<file path="src/mdr_pkg.sv">
// package: constants for the multiply/divide result register block
package mdr_pkg;
  localparam int unsigned WORD_W      = 16;
  localparam int unsigned ADDR_W      = 4;
  localparam logic [3:0]  ADDR_HIGH   = 4'h0;
  localparam logic [3:0]  ADDR_LOW    = 4'h1;
  localparam logic [3:0]  ADDR_CTRL   = 4'h2;
  localparam int unsigned IN_USE_BIT  = 4;
  localparam logic [15:0] WORD_RESET  = 16'h0000;
  localparam logic [15:0] CTRL_RESET  = 16'h0000;
  localparam logic [15:0] CTRL_MASK   = 16'h00ff;
  localparam int unsigned DIV_STEPS   = 16;

  typedef enum logic [1:0] {
    MDR_OP_MUL  = 2'h0,
    MDR_OP_DIVU = 2'h1,
    MDR_OP_DIVL = 2'h2,
    MDR_OP_DIVS = 2'h3
  } mdr_op_t;

  typedef enum logic [2:0] {
    MDR_ST_IDLE = 3'b001,
    MDR_ST_BUSY = 3'b010,
    MDR_ST_DONE = 3'b100
  } mdr_state_t;
endpackage

</file>
<file path="src/mdr_div.sv">
// module: restoring 32/16 unsigned divider, one bit per cycle
`timescale 1ns/1ps
module mdr_div
  import mdr_pkg::*;
#(
  parameter int unsigned W = 16
) (
  input  wire logic           core_clk,
  input  wire logic           reset,
  input  wire logic           start,
  input  wire logic [2*W-1:0] dividend,
  input  wire logic [W-1:0]   divisor,
  output logic                busy,
  output logic                done,
  output logic [W-1:0]        quotient,
  output logic [W-1:0]        remainder
);
  logic [2*W-1:0] num_reg;
  logic [W:0]     rem_reg;
  logic [W-1:0]   dvs_reg;
  logic [5:0]     cnt_reg;
  logic [W:0]     trial;

  always_comb begin
    trial = {rem_reg[W-1:0], num_reg[2*W-1]} - {1'b0, dvs_reg};
  end

  always_ff @(posedge core_clk or posedge reset) begin
    if (reset) begin
      num_reg <= '0;
      rem_reg <= '0;
      dvs_reg <= '0;
      cnt_reg <= '0;
      busy    <= 1'b0;
      done    <= 1'b0;
    end else begin
      done <= 1'b0;
      if (start && !busy) begin
        num_reg <= dividend;
        rem_reg <= '0;
        dvs_reg <= divisor;
        cnt_reg <= 6'(2*W);
        busy    <= 1'b1;
      end else if (busy) begin
        num_reg <= {num_reg[2*W-2:0], ~trial[W]};
        rem_reg <= trial[W] ? {rem_reg[W-1:0], num_reg[2*W-1]} : trial;
        cnt_reg <= cnt_reg - 6'h01;
        if (cnt_reg == 6'h01) begin
          busy <= 1'b0;
          done <= 1'b1;
        end
      end
    end
  end

  assign quotient  = num_reg[W-1:0];
  assign remainder = rem_reg[W-1:0];
endmodule // mdr_div

</file>
<file path="src/mdr_mult.sv">
// module: 16x16 unsigned multiplier, one cycle registered
`timescale 1ns/1ps
module mdr_mult
  import mdr_pkg::*;
#(
  parameter int unsigned W = 16
) (
  input  wire logic           core_clk,
  input  wire logic           reset,
  input  wire logic           start,
  input  wire logic [W-1:0]   a,
  input  wire logic [W-1:0]   b,
  output logic                done,
  output logic [2*W-1:0]      product
);
  always_ff @(posedge core_clk or posedge reset) begin
    if (reset) begin
      done    <= 1'b0;
      product <= '0;
    end else begin
      done <= start;
      if (start) begin
        product <= a * b;
      end
    end
  end
endmodule // mdr_mult

</file>
<file path="src/mdr_top.sv">
// module: multiply/divide operand and result registers with control flag
//
// Functional notes
// RL1: after a multiply completes the high word holds product bits 31..16.
// RL2: after a multiply completes the low word holds product bits 15..0.
// RL3: software loads the dividend high half into high word and low half into low word before a divide.
// RL4: after a divide completes the high word holds the remainder.
// RL5: after a divide completes the low word holds the quotient.
// RL6: a software write to the high or low word sets the in-use flag.
// RL7: a software read of the low word clears the in-use flag, a high read does not.
// RL8: reset loads zero into both high and low word.
// RL9: an interrupting handler saves high, low and control before starting its own operation.
// RL10: high and low words are accessed only as whole 16-bit words.
// RL11: the in-use flag is control bit 4 and is also set when an operation is started.
// RL12: the sequencer starts operations, results load on completion, a same-cycle software write wins.
`timescale 1ns/1ps
module mdr_top
  import mdr_pkg::*;
(
  core_clk,
  reset,
  reg_addr,
  reg_wdata,
  reg_wr,
  reg_rd,
  reg_rdata,
  op_start,
  op_kind,
  op_divisor,
  op_busy,
  op_done,
  regs_in_use_flag
);
  input  wire logic                   core_clk;
  input  wire logic                   reset;
  input  wire logic [mdr_pkg::ADDR_W-1:0] reg_addr;
  input  wire logic [15:0]            reg_wdata;
  input  wire logic                   reg_wr;
  input  wire logic                   reg_rd;
  output logic      [15:0]            reg_rdata;
  input  wire logic                   op_start;
  input  wire mdr_pkg::mdr_op_t       op_kind;
  input  wire logic [15:0]            op_divisor;
  output logic                        op_busy;
  output logic                        op_done;
  output logic                        regs_in_use_flag;

  logic [15:0]  muldiv_high_word_reg;
  logic [15:0]  muldiv_low_word_reg;
  logic [15:0]  ctrl_reg;
  mdr_state_t   state_reg;
  mdr_op_t      kind_reg;
  logic         mul_start;
  logic         div_start;
  logic         mul_done;
  logic         div_done;
  logic         div_busy;
  logic [31:0]  product;
  logic [15:0]  quotient;
  logic [15:0]  remainder;
  logic         wr_high;
  logic         wr_low;
  logic         wr_ctrl;
  logic         rd_low;
  logic         res_load;
  logic [7:0]   busy_cnt_reg;

  // one strobe against one register index
  function automatic logic addr_hit(input logic strobe, input logic [ADDR_W-1:0] addr,
                                    input logic [ADDR_W-1:0] target);
    return strobe && (addr == target);
  endfunction

  // whole-word decode only, no bit access [RL10]
  assign wr_high  = addr_hit(reg_wr, reg_addr, ADDR_HIGH);
  assign wr_low   = addr_hit(reg_wr, reg_addr, ADDR_LOW);
  assign wr_ctrl  = addr_hit(reg_wr, reg_addr, ADDR_CTRL);
  assign rd_low   = addr_hit(reg_rd, reg_addr, ADDR_LOW);
  assign mul_start = op_start && (state_reg == MDR_ST_IDLE) && (op_kind == MDR_OP_MUL);
  assign div_start = op_start && (state_reg == MDR_ST_IDLE) && (op_kind != MDR_OP_MUL);
  assign res_load  = mul_done || div_done;

  mdr_mult #(.W(WORD_W)) u_mult (
    .core_clk (core_clk),
    .reset    (reset),
    .start    (mul_start),
    .a        (muldiv_high_word_reg),
    .b        (muldiv_low_word_reg),
    .done     (mul_done),
    .product  (product)
  );

  // dividend taken from high:low as loaded by software [RL3]
  mdr_div #(.W(WORD_W)) u_div (
    .core_clk  (core_clk),
    .reset     (reset),
    .start     (div_start),
    .dividend  ({muldiv_high_word_reg, muldiv_low_word_reg}),
    .divisor   (op_divisor),
    .busy      (div_busy),
    .done      (div_done),
    .quotient  (quotient),
    .remainder (remainder)
  );

  // sequencer
  always_ff @(posedge core_clk or posedge reset) begin
    if (reset) begin
      state_reg <= MDR_ST_IDLE;
      kind_reg  <= MDR_OP_MUL;
    end else begin
      case (state_reg)
        MDR_ST_IDLE: begin
          if (op_start) begin
            state_reg <= MDR_ST_BUSY;
            kind_reg  <= op_kind;
          end
        end
        MDR_ST_BUSY: begin
          if (res_load) begin
            state_reg <= MDR_ST_DONE;
          end
        end
        MDR_ST_DONE: state_reg <= MDR_ST_IDLE;
        default:     state_reg <= MDR_ST_IDLE;
      endcase
    end
  end

  // high word: software write wins over result load [RL12]
  always_ff @(posedge core_clk or posedge reset) begin
    if (reset) begin
      muldiv_high_word_reg <= WORD_RESET; // [RL8]
    end else if (wr_high) begin
      muldiv_high_word_reg <= reg_wdata; // [RL12]
    end else if (mul_done) begin
      muldiv_high_word_reg <= product[31:16]; // [RL1]
    end else if (div_done) begin
      muldiv_high_word_reg <= remainder; // [RL4]
    end
  end

  // low word
  always_ff @(posedge core_clk or posedge reset) begin
    if (reset) begin
      muldiv_low_word_reg <= WORD_RESET; // [RL8]
    end else if (wr_low) begin
      muldiv_low_word_reg <= reg_wdata; // [RL12]
    end else if (mul_done) begin
      muldiv_low_word_reg <= product[15:0]; // [RL2]
    end else if (div_done) begin
      muldiv_low_word_reg <= quotient; // [RL5]
    end
  end

  // control register, in-use flag: set wins over clear
  always_ff @(posedge core_clk or posedge reset) begin
    if (reset) begin
      ctrl_reg <= CTRL_RESET;
    end else begin
      if (wr_ctrl) begin
        ctrl_reg <= reg_wdata & CTRL_MASK; // saved state restore [RL9]
      end
      if (wr_high || wr_low || op_start) begin
        ctrl_reg[IN_USE_BIT] <= 1'b1; // [RL6] [RL11]
      end else if (rd_low) begin
        ctrl_reg[IN_USE_BIT] <= 1'b0; // [RL7]
      end else if (wr_ctrl) begin
        ctrl_reg[IN_USE_BIT] <= reg_wdata[IN_USE_BIT];
      end
    end
  end

  // read data one cycle after strobe
  always_ff @(posedge core_clk or posedge reset) begin
    if (reset) begin
      reg_rdata <= 16'h0000;
    end else if (reg_rd) begin
      case (reg_addr)
        ADDR_HIGH: reg_rdata <= muldiv_high_word_reg;
        ADDR_LOW:  reg_rdata <= muldiv_low_word_reg;
        ADDR_CTRL: reg_rdata <= ctrl_reg;
        default:   reg_rdata <= 16'h0000;
      endcase
    end else begin
      reg_rdata <= 16'h0000;
    end
  end

  // status outputs
  always_ff @(posedge core_clk or posedge reset) begin
    if (reset) begin
      op_busy          <= 1'b0;
      op_done          <= 1'b0;
      regs_in_use_flag <= 1'b0;
    end else begin
      op_busy          <= (state_reg != MDR_ST_IDLE) || op_start;
      op_done          <= res_load;
      regs_in_use_flag <= ctrl_reg[IN_USE_BIT];
    end
  end

  // helper: cycles spent away from idle, saturating
  always_ff @(posedge core_clk or posedge reset) begin
    if (reset) begin
      busy_cnt_reg <= 8'h00;
    end else if (state_reg == MDR_ST_IDLE) begin
      busy_cnt_reg <= 8'h00;
    end else if (busy_cnt_reg != 8'hff) begin
      busy_cnt_reg <= busy_cnt_reg + 8'h01;
    end
  end

  // assertions
  a_mul_high_result: assert property (@(posedge core_clk) disable iff (reset) // [RL1]
    mul_done && !wr_high |=> muldiv_high_word_reg == $past(product[31:16]))
    else $error("high word not product upper half");
  a_mul_low_result: assert property (@(posedge core_clk) disable iff (reset) // [RL2]
    mul_done && !wr_low |=> muldiv_low_word_reg == $past(product[15:0]))
    else $error("low word not product lower half");
  a_div_remainder_load: assert property (@(posedge core_clk) disable iff (reset) // [RL4]
    div_done && !wr_high |=> muldiv_high_word_reg == $past(remainder))
    else $error("high word not remainder");
  a_div_quotient_load: assert property (@(posedge core_clk) disable iff (reset) // [RL5]
    div_done && !wr_low |=> muldiv_low_word_reg == $past(quotient))
    else $error("low word not quotient");
  a_write_sets_flag: assert property (@(posedge core_clk) disable iff (reset) // [RL6]
    (wr_high || wr_low) |=> ctrl_reg[IN_USE_BIT] ##1 regs_in_use_flag)
    else $error("write did not set in-use flag");
  a_low_read_clears: assert property (@(posedge core_clk) disable iff (reset) // [RL7]
    rd_low && !reg_wr && !op_start |=> !ctrl_reg[IN_USE_BIT])
    else $error("low read did not clear flag");
  a_high_read_keeps: assert property (@(posedge core_clk) disable iff (reset) // [RL7]
    reg_rd && reg_addr == ADDR_HIGH && !op_start |=> $stable(ctrl_reg[IN_USE_BIT]))
    else $error("high read changed flag");
  a_reset_zero_words: assert property (@(posedge core_clk) // [RL8]
    $fell(reset) |-> muldiv_high_word_reg == WORD_RESET && muldiv_low_word_reg == WORD_RESET)
    else $error("words not zero after reset");
  a_start_sets_flag: assert property (@(posedge core_clk) disable iff (reset) // [RL11]
    op_start |=> ctrl_reg[IN_USE_BIT])
    else $error("start did not set flag");
  a_write_beats_load: assert property (@(posedge core_clk) disable iff (reset) // [RL12]
    wr_low && res_load |=> muldiv_low_word_reg == $past(reg_wdata))
    else $error("software write lost to result");
  a_div_finishes: assert property (@(posedge core_clk) disable iff (reset) // [RL12]
    div_start |-> ##33 div_done)
    else $error("divide length wrong");
  a_high_write_lands: assert property (@(posedge core_clk) disable iff (reset) // [RL12]
    wr_high |=> muldiv_high_word_reg == $past(reg_wdata))
    else $error("high word write lost");
  a_low_write_lands: assert property (@(posedge core_clk) disable iff (reset) // [RL12]
    wr_low |=> muldiv_low_word_reg == $past(reg_wdata))
    else $error("low word write lost");
  a_high_read_data: assert property (@(posedge core_clk) disable iff (reset) // [RL10]
    reg_rd && reg_addr == ADDR_HIGH |=> reg_rdata == $past(muldiv_high_word_reg))
    else $error("high word read data wrong");
  a_low_read_data: assert property (@(posedge core_clk) disable iff (reset) // [RL10]
    reg_rd && reg_addr == ADDR_LOW |=> reg_rdata == $past(muldiv_low_word_reg))
    else $error("low word read data wrong");
  a_rdata_idle_zero: assert property (@(posedge core_clk) disable iff (reset)
    !reg_rd |=> reg_rdata == 16'h0000)
    else $error("read data not zero without read");
  a_unmapped_write_ignored: assert property (@(posedge core_clk) disable iff (reset) // [RL10]
    reg_wr && reg_addr > ADDR_CTRL && !res_load |=> $stable(muldiv_high_word_reg) && $stable(muldiv_low_word_reg))
    else $error("unmapped write changed a word");
  a_flag_copy: assert property (@(posedge core_clk) disable iff (reset) // [RL11]
    1'b1 |=> regs_in_use_flag == $past(ctrl_reg[IN_USE_BIT]))
    else $error("flag output not control bit copy");
  a_ctrl_upper_zero: assert property (@(posedge core_clk) disable iff (reset)
    (ctrl_reg & ~CTRL_MASK) == 16'h0000)
    else $error("control upper bits set");
  a_mul_one_cycle: assert property (@(posedge core_clk) disable iff (reset) // [RL12]
    mul_start |=> mul_done)
    else $error("multiply length wrong");
  a_div_busy_state: assert property (@(posedge core_clk) disable iff (reset) // [RL12]
    div_busy |-> state_reg == MDR_ST_BUSY)
    else $error("divider busy outside busy state");
  a_result_kind: assert property (@(posedge core_clk) disable iff (reset) // [RL12]
    res_load |-> mul_done == (kind_reg == MDR_OP_MUL))
    else $error("result from wrong unit");
  a_done_follows_load: assert property (@(posedge core_clk) disable iff (reset) // [RL12]
    res_load |=> op_done)
    else $error("done not after result load");
  a_done_pulse: assert property (@(posedge core_clk) disable iff (reset) // [RL12]
    op_done |=> !op_done)
    else $error("done longer than one cycle");
  a_busy_while_active: assert property (@(posedge core_clk) disable iff (reset) // [RL12]
    state_reg != MDR_ST_IDLE |=> op_busy)
    else $error("busy low during operation");
  a_busy_bounded: assert property (@(posedge core_clk) disable iff (reset) // [RL12]
    busy_cnt_reg <= 8'(2 * DIV_STEPS + 2))
    else $error("operation too long");
  a_state_onehot: assert property (@(posedge core_clk) disable iff (reset)
    $onehot(state_reg))
    else $error("state not one-hot");
  a_reset_outputs: assert property (@(posedge core_clk)
    $fell(reset) |-> reg_rdata == 16'h0000 && !op_busy && !op_done && !regs_in_use_flag)
    else $error("outputs not zero after reset");

  c_mul_done: cover property (@(posedge core_clk) disable iff (reset) mul_done);
  c_div_done: cover property (@(posedge core_clk) disable iff (reset) div_done);
  c_low_read_clear: cover property (@(posedge core_clk) disable iff (reset) ctrl_reg[IN_USE_BIT] ##1 rd_low);
  c_write_collide: cover property (@(posedge core_clk) disable iff (reset) (wr_high || wr_low) && res_load);
endmodule // mdr_top

</file>
<file path="config.mk">
export PLATFORM = sky130hd
export DESIGN_NAME = mdr_top
export DESIGN_NICKNAME = d
export VERILOG_FILES = /design/src/mdr_pkg.sv /design/src/mdr_div.sv /design/src/mdr_mult.sv /design/src/mdr_top.sv
export SDC_FILE = /design/constraint.sdc
export NUM_CORES = 1
export LEC_CHECK = 0
export BUFFER_PORTS_ARGS = -buffer_cell sky130_fd_sc_hd__buf_2
export CAP_MARGIN = 10
export CORE_MARGIN = 1
export CORE_UTILIZATION = 50
export DETAILED_ROUTE_END_ITERATION = 10
export PLACE_DENSITY = 0.75
export SLEW_MARGIN = 20
export SYNTH_ARGS = -nofsm -noshare
export SYNTH_HDL_FRONTEND = slang
export SYNTH_HIERARCHICAL = 1
export SYNTH_SLANG_ARGS = --single-unit
</file>
<file path="constraint.sdc">
create_clock -name core_clk -period 5.7 [get_ports core_clk]
set_clock_uncertainty 0.15 [all_clocks]
set_input_delay 0.57 -clock core_clk [delete_from_list [all_inputs] [get_ports core_clk]]
set_output_delay 0.57 -clock core_clk [all_outputs]
set_load 0.01 [all_outputs]
</file>
==> impl_metrics.py, run 1 <==
metrics = {
    "run_status": {
        "outcome": "finished, violations left",
        "failed_checks": "negative setup slack",
    },
    "routing": {
        "routed_wl_mm": 48.31,
        "drc_errors": 0,
        "post_drt_wl_per_cell_um": 19.57,
        "ant_nets": 0,
        "drt_iter0_markers": 1158,
        "vias_per_cell": 5.606,
        "vias": 13840,
        "first_pass_iters": 5,
    },
    "critical_path": {
        "crit_start": "muldiv_low_word_reg[4]$_DFFE_PP0P_",
        "cp-start-kind": "flip-flop",
        "cp_num_buf_inv": 7,
        "slowest_stage": "fa_1",
        "r2r_start": "muldiv_low_word_reg[4]$_DFFE_PP0P_",
        "required_ps": 5930,
        "worstPathMaxFanout": 7,
        "critPathMaxStageDelay_ps": 560,
        "cp-end-kind": "flip-flop",
        "r2r_slack_ps": -210,
        "path_common_cell": "fa_1",
        "critPathKind": "reg2reg",
        "critical-path-top-delay-family": "adder cells",
        "worstPathCellList": "buf_6 -> and2_4 -> fa_1 -> inv_2 -> fa_1 -> fa_1 -> inv_1 -> fa_1 -> fa_1 -> inv_1 -> fa_1 -> inv_1 -> ha_2 -> inv_1 -> or4_4 -> o221ai_4 -> o21ai_2 -> buf_4 -> xor2_2 -> a21oi_1",
        "arrival_ps": 6130,
    },
    "synthesis": {
        "synth_edf_count": 0,
        "synthTopCellsByArea": "dfrtp_1, fa_1, ha_1",
        "synthCells": 1872,
        "synth_seq_area_share_pct": 23.67,
        "avgSynthCellArea_um2": 9.433,
        "ys.warnings.count": 6,
        "ys.flop_type": "dfrtp_1",
        "ys_top_cells_by_count": "inv_1, nand2_1, fa_1",
        "yosys.area.top_type": "dfrtp_1",
        "yosysMostFrequentCell": "inv_1",
        "synth-async-reset-ratio_pct": 100.0,
        "syn-num-nets": 2232,
        "synth-seq-cells": 167,
        "synth_cell_types": 85,
        "synth_top_area_share_pct": 23.52,
        "synth_area_mm2": 0.01766,
    },
    "die": {
        "core_area_mm2": 0.03463,
        "rows": 68,
        "ios": 62,
        "die_y_um": 189.9,
        "start_util_pct": 50.99,
        "die_w_um": 189.9,
        "fp.dieArea_mm2": 0.03607,
    },
    "sta": {
        "period_minus_slack_ps": 5906,
        "tightest_slew_ps": 1111,
        "slew_headroom_pct": 25.90,
        "maxSlewViolCount": 0,
        "worst_slack_ps": -206.0,
        "max_freq_mhz": 169.3,
        "hold_viol": 0,
        "rsz0062_at_grt": "true",
        "min_period_over_period_pct": 103.6,
        "setup_violations": 15,
    },
    "global_routing": {
        "grtUsageTotal_pct": 27.85,
        "gr-total-overflow": 0,
        "grt_pass1_vias": 14590,
        "antenna_found_initial": 1,
        "grt_max_degree": 94,
        "grt_pass1_wl_mm": 77.56,
    },
    "job": {
        "cap_violations": 0,
    },
    "layout": {
        "final-instance-count-excl-fill": 2469,
        "diodes": 0,
        "syn_to_final_growth_pct": 15.73,
        "multi_input_area_mm2": 0.01244,
        "stdcell_area_mm2": 0.02044,
        "layout-drive-gt1-share_pct": 22.49,
        "fillers": 2811,
        "seq_area_mm2": 0.004213,
        "layout.nets": 2361,
    },
    "clock_network": {
        "cts_max_path_buffers": 2,
        "clk_latency_ps": 450,
        "htree_levels": 4,
        "cts_hold_buffers": 0,
        "clk_pin_slew_ps": 80,
        "cts_tree": "yes",
        "cts_sinks": 167,
        "root_buffer": "clkbuf_16",
        "cts_inserted_buffers": 17,
    },
    "placed_design": {
        "port_buffers": 61,
        "placed_cells": 2414,
        "place_area_mm2": 0.01915,
        "place_congestion": 0.9609,
        "dp_hpwl_mm": 36.81,
    },
    "min_path": {
        "holdCritPathClass": "in2async",
    },
}
[area by class of cell]
class	count	share of cell area (%)
clock buffers	17	2.082
multi-input cells	1328	60.87
flip-flops and latches	167	20.61
well taps	455	2.786
inverters	263	4.831
repair buffers	224	8.149
clock inverters	15	0.6674
[cells in the final DEF (no fill, tap or decap), drive strengths merged, types with 6 or more instances in the layout]
master	netlist	routed
o31ai	6	6
nor3	11	11
a21o	23	23
xnor2	21	21
and3	11	11
xor2	10	10
o21bai	7	7
nand3	31	31
mux2	62	62
fa	195	195
nor2b	6	6
nand2	263	263
nand2b	6	6
o21ai	106	106
o2111ai	8	8
buf	45	223
and2	129	129
o211ai	12	12
clkbuf	69	18
inv	263	272
mux2i	84	84
a2bb2oi	6	6
nand4	15	15
or2	6	6
o21a	8	8
nor2	49	49
dfrtp	166	166
a21oi	50	50
ha	122	122
[worst reg2reg max path: stages, from the launching register on]
cell	delay (ps)
dfrtp_2	470
buf_6	160
and2_4	160
fa_1	540
inv_2	40
fa_1	410
fa_1	560
inv_1	60
fa_1	460
fa_1	530
inv_1	50
fa_1	480
inv_1	50
ha_2	380
inv_1	80
or4_4	550
o221ai_4	170
o21ai_2	100
buf_4	160
xor2_2	130
a21oi_1	140
[kinds of logic after synthesis]
kind of cell	synth area share [%]
multiplexers	9.141
flip-flops	23.67
AO/OA/AOI/OAI	10.45
buffers and inverters	8.843
XOR/XNOR	1.538
adder cells (fa/ha/maj)	30.75
AND/OR/NAND/NOR	15.60
[stage by stage]
stage	setup slack (ps)	setup TNS, ps	hold WS [ps]	utilization [%]
after floorplan	4.290	0	215.2	-
after global placement	-340.5	-4185	237.2	55.28
after detailed placement	-416.9	-5110	253.0	55.29
after CTS	-140.2	-936.5	140.8	58.51
after global routing	-345.9	-3967	165.5	59.01
final	-206.0	-1668	128.7	59.01
[final timing paths]
| kind | endpoint | cells past startpoint |
|---|---|---|
| worst max-delay path | u_mult/product[24]$_DFFE_PP0P_ | 20 |
| worst min-delay path | u_mult/done$_DFF_PP0_ | 3 |
| worst max register to register | u_mult/product[24]$_DFFE_PP0P_ | 20 |
| worst min register to register | regs_in_use_flag$_DFF_PP0_ | 0 |
| max in group asynchronous | u_div/done$_DFF_PP0_ | 3 |
| min in group core_clk | u_div/dvs_reg[12]$_DFFE_PP0P_ | 3 |
[layer usage]
metal	global-route usage, %	vias to the layer above	part of all wire (%)
met5	0	-	0.027
met4	9.491	2	2.9
met3	5.350	101	6.6
met2	45.63	477	48
met1	36.90	6904	42
li1	-	6358	-
[what timing repair did]
action,4_1_cts,5_1_grt
buffers inserted,19,4
endpoints found under the hold margin,0,0
gates cloned,0,0
pin swaps,29,18
setup endpoints to repair,18,18
resized for setup,90,31
Power of run 1 is not shown: default switching activity piles up to over one toggle a cycle in this logic, so the estimate is an artifact.
==> run 2: changes to the inputs <==
--- a/config.mk
+++ b/config.mk
@@ -14,5 +14,4 @@
 export SLEW_MARGIN = 20
 export SYNTH_ARGS = -nofsm -noshare
 export SYNTH_HDL_FRONTEND = slang
-export SYNTH_HIERARCHICAL = 1
 export SYNTH_SLANG_ARGS = --single-unit
==> run 2 against run 1 <==
  * Sequential cell count is the same
  * Hold slack gained 56 ps
  * Design area shrank 0.78%
  * Global-route usage grew 1.0 points
  * First-iteration DRC count grew 2.0%
  * Critical path depth grew 1
  * Non-clock buffer count grew 50
  * Via count grew 2.5%
  * The flow still finishes with violations (negative setup slack)
  * Fmax shrank 1.4%
  * Clock-buffer cell count grew 2
==> impl_metrics.py, run 2 <==
metrics = {
    "global_routing": {
        "grtUsageTotal_pct": 28.87,
        "gr-total-overflow": 0,
        "antenna_found_initial": 2,
        "grt_pass1_wl_mm": 75.38,
        "grt_max_degree": 112,
        "grt_pass1_vias": 14260,
    },
    "critical_path": {
        "critPathKind": "reg2reg",
        "slowest_stage": "fa_1",
        "r2r_slack_ps": -290,
        "worstPathMaxFanout": 6,
        "cp-end-kind": "flip-flop",
        "r2r_cells": 21,
        "critPathMaxStageDelay_ps": 530,
        "arrival_ps": 6150,
        "required_ps": 5860,
        "worstReg2RegEnd": "u_mult.product[29]$_DFFE_PP0P_",
        "cp-start-kind": "flip-flop",
        "worstPathCellList": "buf_12 -> and2_1 -> fa_1 -> inv_1 -> fa_1 -> fa_1 -> inv_2 -> fa_1 -> fa_1 -> inv_2 -> fa_1 -> inv_2 -> ha_4 -> a21o_1 -> a21o_1 -> a2111oi_2 -> and3b_2 -> nor2_4 -> a221oi_2 -> xor2_1 -> o21ai_1",
        "path_common_cell": "fa_1",
        "r2r_start": "muldiv_low_word_reg[5]$_DFFE_PP0P_",
    },
    "clock_network": {
        "clk_latency_ps": 440,
        "cts_tree": "yes",
        "clk_pin_slew_ps": 70,
        "cts_sinks": 167,
        "cts_hold_buffers": 0,
        "root_buffer": "clkbuf_16",
        "htree_levels": 4,
        "cts_inserted_buffers": 17,
        "cts_max_path_buffers": 2,
    },
    "synthesis": {
        "synth-async-reset-ratio_pct": 100.0,
        "syn-num-nets": 2235,
        "ys.warnings.count": 0,
        "ys_top_cells_by_count": "nand2_1, inv_1, fa_1",
        "avgSynthCellArea_um2": 8.949,
        "synthCells": 1875,
        "synth_area_mm2": 0.01678,
        "synth-seq-cells": 167,
        "synth_seq_area_share_pct": 24.91,
        "synthTopCellsByArea": "dfrtp_1, fa_1, ha_1",
        "yosys.area.top_type": "dfrtp_1",
        "yosysMostFrequentCell": "nand2_1",
        "synth_cell_types": 62,
        "ys.flop_type": "dfrtp_1",
        "synth_top_area_share_pct": 24.76,
        "synth_edf_count": 0,
    },
    "placed_design": {
        "port_buffers": 61,
        "placed_cells": 2416,
        "place_congestion": 0.9670,
        "dp_hpwl_mm": 35.05,
        "place_ws_ps": -434.4,
    },
    "layout": {
        "final_cell_mix": "nand2_1, inv_1, fa_1",
        "layout.nets": 2409,
        "layout-drive-gt1-share_pct": 22.51,
        "syn_to_final_growth_pct": 20.84,
        "diodes": 0,
        "final_common_cell": "nand2_1",
        "final-instance-count-excl-fill": 2503,
    },
    "die": {
        "die_y_um": 185.2,
        "ios": 62,
        "fp.dieArea_mm2": 0.03430,
        "die_w_um": 185.2,
        "rows": 66,
        "core_area_mm2": 0.03278,
        "start_util_pct": 51.18,
    },
    "sta": {
        "worst_slack_ps": -290.6,
        "min_period_over_period_pct": 105.1,
        "slew_headroom_pct": 24.87,
        "fin_hold_ws_ps": 184.6,
        "period_minus_slack_ps": 5991,
        "tightest_slew_ps": 1127,
        "rsz0062_at_grt": "true",
        "max_freq_mhz": 166.9,
        "maxSlewViolCount": 0,
        "setup_violations": 17,
        "tns_ps": -1992,
        "hold_viol": 0,
    },
    "run_status": {
        "failed_checks": "negative setup slack",
        "outcome": "finished, violations left",
    },
    "routing": {
        "drt_iter0_markers": 1181,
        "vias": 14190,
        "ant_nets": 0,
        "drc_errors": 0,
        "vias_per_cell": 5.667,
        "post_drt_wl_per_cell_um": 19.68,
        "first_pass_iters": 6,
        "routed_wl_mm": 49.27,
    },
    "min_path": {
        "holdCritPathClass": "in2reg",
        "hold_end": "u_div.dvs_reg[8]$_DFFE_PP0P_",
        "hold_depth": 3,
        "hold_path.startpoint": "op_divisor[8]",
    },
    "job": {
        "cap_violations": 0,
    },
}
-- run 2: changes by cell type after synthesis, moves of 10 or more --
cell | before | now
o21ai_0 | 100 | 115
buf_4 | 17 | 1
nand3_1 | 31 | 17
nand2_1 | 262 | 294
inv_1 | 263 | 253
clkbuf_1 | 69 | 103
nor2_1 | 48 | 88
a21oi_1 | 46 | 81
mux2_2 | 42 | 9
nand4_1 | 14 | 3
o21ai_1 | 4 | 28
mux2_4 | 20 | 0
-- run 2: worst max-delay path by stage --
stage | cells past startpoint | to | startpoint
2_1_floorplan | 23 | u_mult.product[29]$_DFFE_PP0P_ | muldiv_low_word_reg[7]$_DFFE_PP0P_
3_3_place_gp | 20 | u_mult.product[17]$_DFFE_PP0P_ | muldiv_low_word_reg[2]$_DFFE_PP0P_
3_5_place_dp | 20 | u_mult.product[18]$_DFFE_PP0P_ | muldiv_high_word_reg[12]$_DFFE_PP0P_
4_1_cts | 21 | u_mult.product[29]$_DFFE_PP0P_ | muldiv_high_word_reg[5]$_DFFE_PP0P_
5_1_grt | 21 | u_mult.product[29]$_DFFE_PP0P_ | muldiv_high_word_reg[5]$_DFFE_PP0P_
6_report | 21 | u_mult.product[29]$_DFFE_PP0P_ | muldiv_low_word_reg[5]$_DFFE_PP0P_
-- run 2: through the flow --
step,cell area (um^2),utilization [%]
floorplan,17010,-
global placement,18490,56.41
detailed placement,18490,56.41
CTS,19750,60.24
global route,20280,61.85
finish,20280,61.85
-- run 2: final cells by class --
| type | count | area, um^2 |
|---|---|---|
| fillers | 2542 | 12510 |
| multi-input cells | 1334 | 11790 |
| flip-flops and latches | 167 | 4215 |
| repair buffers | 274 | 2181 |
| inverters | 255 | 962.2 |
| well taps | 442 | 553.0 |
| clock buffers | 19 | 432.9 |
| clock inverters | 12 | 143.9 |
-- run 2: routing by layer --
layer | vias to the layer above | part of all wire, % | GRT usage (%)
met5 | - | 0.026 | 0
met4 | 2 | 5.0 | 13.95
met3 | 183 | 8.8 | 5.997
met2 | 695 | 47 | 46.33
met1 | 6997 | 39 | 37.23
li1 | 6308 | - | -
-- run 2: worst max-delay path: cells and delay by family, from the launching register on --
kind	cells	cell delay, ps
compound gates	5	1030
xor+xnor	1	170
fa+ha+maj	7	3220
buf+inv	5	340
flops	1	430
simple gates	3	500
-- run 2: kinds of logic (layout without fill, tap and decap cells) --
group,count (synthesis),after routing,share of synthesized area [%]
xor+xnor,39,39,2.036
simple gates,572,572,15.55
compound gates,311,311,10.93
fa+ha+maj,317,317,32.36
mux,95,95,5.734
flops,167,167,24.91
buf+inv,374,560,8.471
-- run 2: repair_timing --
| action | CTS | global route |
|---|---|---|
| setup endpoints to repair | 18 | 18 |
| pin swaps | 53 | 55 |
| gates resized for setup | 95 | 89 |
| buffers inserted | 38 | 22 |
Power of run 2 is left out for the same reason.
==> run 3: changes to the inputs <==
--- a/config.mk
+++ b/config.mk
@@ -7,10 +7,12 @@
 export LEC_CHECK = 0
 export BUFFER_PORTS_ARGS = -buffer_cell sky130_fd_sc_hd__buf_2
 export CAP_MARGIN = 10
+export CELL_PAD_IN_SITES_DETAIL_PLACEMENT = 1
+export CELL_PAD_IN_SITES_GLOBAL_PLACEMENT = 1
 export CORE_MARGIN = 1
-export CORE_UTILIZATION = 50
+export CORE_UTILIZATION = 45
 export DETAILED_ROUTE_END_ITERATION = 10
-export PLACE_DENSITY = 0.75
+export PLACE_DENSITY = 0.84
 export SLEW_MARGIN = 20
 export SYNTH_ARGS = -nofsm -noshare
 export SYNTH_HDL_FRONTEND = slang
==> run 3 against run 2 <==
  * The run still ends with negative setup slack left
  * Critical endpoint is now u_mult.product[23]$_DFFE_PP0P_
  * Sequential cell count unchanged
  * Design area up 1.6%
  * Hold slack worse by 110 ps
==> impl_metrics.py, run 3 (synthesis gave the netlist of run 2 again) <==
metrics = {
    "run_status": {
        "outcome": "finished, violations left",
        "failed_checks": "negative setup slack",
    },
    "layout": {
        "layout.nets": 2427,
        "syn_to_final_growth_pct": 22.74,
        "layout-drive-gt1-share_pct": 24.76,
        "final_cell_mix": "nand2_1, inv_1, buf_4",
        "final_common_cell": "nand2_1",
        "fillers": 4119,
    },
    "sta": {
        "period_minus_slack_ps": 6849,
        "tns_ps": -15680,
        "hold_viol": 0,
        "max_freq_mhz": 146.0,
        "min_period_over_period_pct": 120.2,
        "setup_violations": 20,
        "slew_headroom_pct": 20.40,
        "worst_slack_ps": -1149,
        "maxSlewViolCount": 0,
        "rsz0062_at_grt": "true",
        "tightest_slew_ps": 1182,
    },
    "critical_path": {
        "slowest_stage": "fa_1",
        "required_ps": 5860,
        "worstPathCellList": "buf_12 -> and2_1 -> fa_1 -> inv_1 -> fa_1 -> fa_1 -> inv_2 -> fa_1 -> fa_1 -> inv_2 -> fa_1 -> inv_2 -> ha_4 -> buf_4 -> and4_4 -> nand4_1 -> and3b_2 -> nor2_4 -> xnor2_4 -> o21ai_0",
        "critPathKind": "reg2reg",
        "r2r_slack_ps": -1150,
        "cp-start-kind": "flip-flop",
        "worstPathMaxFanout": 5,
        "cp-end-kind": "flip-flop",
        "r2r_start": "muldiv_low_word_reg[6]$_DFFE_PP0P_",
        "critPathMaxStageDelay_ps": 610,
        "worstReg2RegEnd": "u_mult.product[23]$_DFFE_PP0P_",
        "r2r_cells": 20,
        "arrival_ps": 7010,
        "path_common_cell": "fa_1",
    },
    "routing": {
        "drc_errors": 0,
        "vias_per_cell": 6.517,
        "vias": 16630,
        "routed_wl_mm": 81.85,
        "first_pass_iters": 9,
        "drt_iter0_markers": 2012,
        "ant_nets": 0,
        "post_drt_wl_per_cell_um": 32.09,
    },
    "die": {
        "ios": 62,
        "rows": 70,
        "die_y_um": 195.1,
        "start_util_pct": 45.83,
        "core_area_mm2": 0.03661,
        "die_w_um": 195.1,
        "fp.dieArea_mm2": 0.03806,
    },
    "global_routing": {
        "gr-total-overflow": 0,
        "grt_pass1_vias": 17710,
        "grtUsageTotal_pct": 37.55,
        "grt_max_degree": 77,
        "antenna_found_initial": 10,
        "grt_pass1_wl_mm": 107.0,
    },
    "placed_design": {
        "place_congestion": 0.9144,
        "place_ws_ps": -711.8,
        "dp_hpwl_mm": 42.55,
        "port_buffers": 61,
    },
    "clock_network": {
        "htree_levels": 4,
        "clk_pin_slew_ps": 80,
        "cts_sinks": 167,
        "root_buffer": "clkbuf_16",
        "cts_max_path_buffers": 2,
        "cts_tree": "yes",
        "cts_hold_buffers": 0,
        "cts_inserted_buffers": 17,
        "clk_latency_ps": 500,
    },
    "job": {
        "cap_violations": 0,
    },
    "min_path": {
        "holdCritPathClass": "in2async",
    },
}
[run 3: per-layer routing]
metal	track usage [%]	up-vias	wire (um)
met5	0	-	60
met4	29.25	10	8654
met3	8.584	648	9185
met2	60.86	1389	36600
met1	43.13	8225	27350
li1	-	6353	-
[run 3: stage by stage]
| stage | instances | cell area [um^2] | hold WS [ps] | utilization, % |
|---|---|---|---|---|
| after global placement | 2448 | 18570 | 251.0 | 50.72 |
| after detailed placement | 2448 | 18570 | 260.5 | 50.72 |
| after CTS | 2522 | 19980 | 106.9 | 54.58 |
| after floorplan | 1875 | 17010 | 223.9 | - |
| after global routing | 2549 | 20590 | 156.6 | 56.24 |
| final | 2551 | 20600 | 79.50 | 56.26 |
[run 3: worst max-delay path by stage]
stage | from | to | slack, ps | cells after the start
2_1_floorplan | muldiv_low_word_reg[7]$_DFFE_PP0P_ | u_mult.product[29]$_DFFE_PP0P_ | -20 | 23
3_3_place_gp | muldiv_low_word_reg[7]$_DFFE_PP0P_ | u_mult.product[27]$_DFFE_PP0P_ | -530 | 19
3_5_place_dp | muldiv_high_word_reg[5]$_DFFE_PP0P_ | u_mult.product[29]$_DFFE_PP0P_ | -710 | 21
4_1_cts | muldiv_low_word_reg[7]$_DFFE_PP0P_ | u_mult.product[29]$_DFFE_PP0P_ | -330 | 22
5_1_grt | muldiv_low_word_reg[6]$_DFFE_PP0P_ | u_mult.product[16]$_DFFE_PP0P_ | -1380 | 20
6_report | muldiv_low_word_reg[6]$_DFFE_PP0P_ | u_mult.product[23]$_DFFE_PP0P_ | -1150 | 20
[run 3: area by class of cell]
class | instances | area (um^2) | share of cell area [%]
antenna | 3 | 7.507 | 0.03645
sequential | 167 | 4222 | 20.50
clock inverter | 15 | 180.2 | 0.8748
multi-input combinational | 1334 | 11890 | 57.72
timing repair buffer | 292 | 2325 | 11.29
tap | 468 | 585.6 | 2.843
inverter | 255 | 962.2 | 4.672
clock buffer | 17 | 425.4 | 2.065
[run 3: what timing repair did]
item / in CTS / in global routing
pin swaps: 39 / 68
setup buffers: 42 / 25
endpoints found under the setup margin: 19 / 20
gates resized for setup: 129 / 98
[run 3: critical path: cells and delay by family (launching register included)]
family | cells | cell delay [ps]
flip-flops | 1 | 440
XOR/XNOR | 1 | 240
AND/OR/NAND/NOR | 5 | 1500
buffers and inverters | 6 | 610
AO/OA/AOI/OAI | 1 | 190
adder cells (fa/ha/maj) | 7 | 3520
Power of run 3 is left out for the same reason.
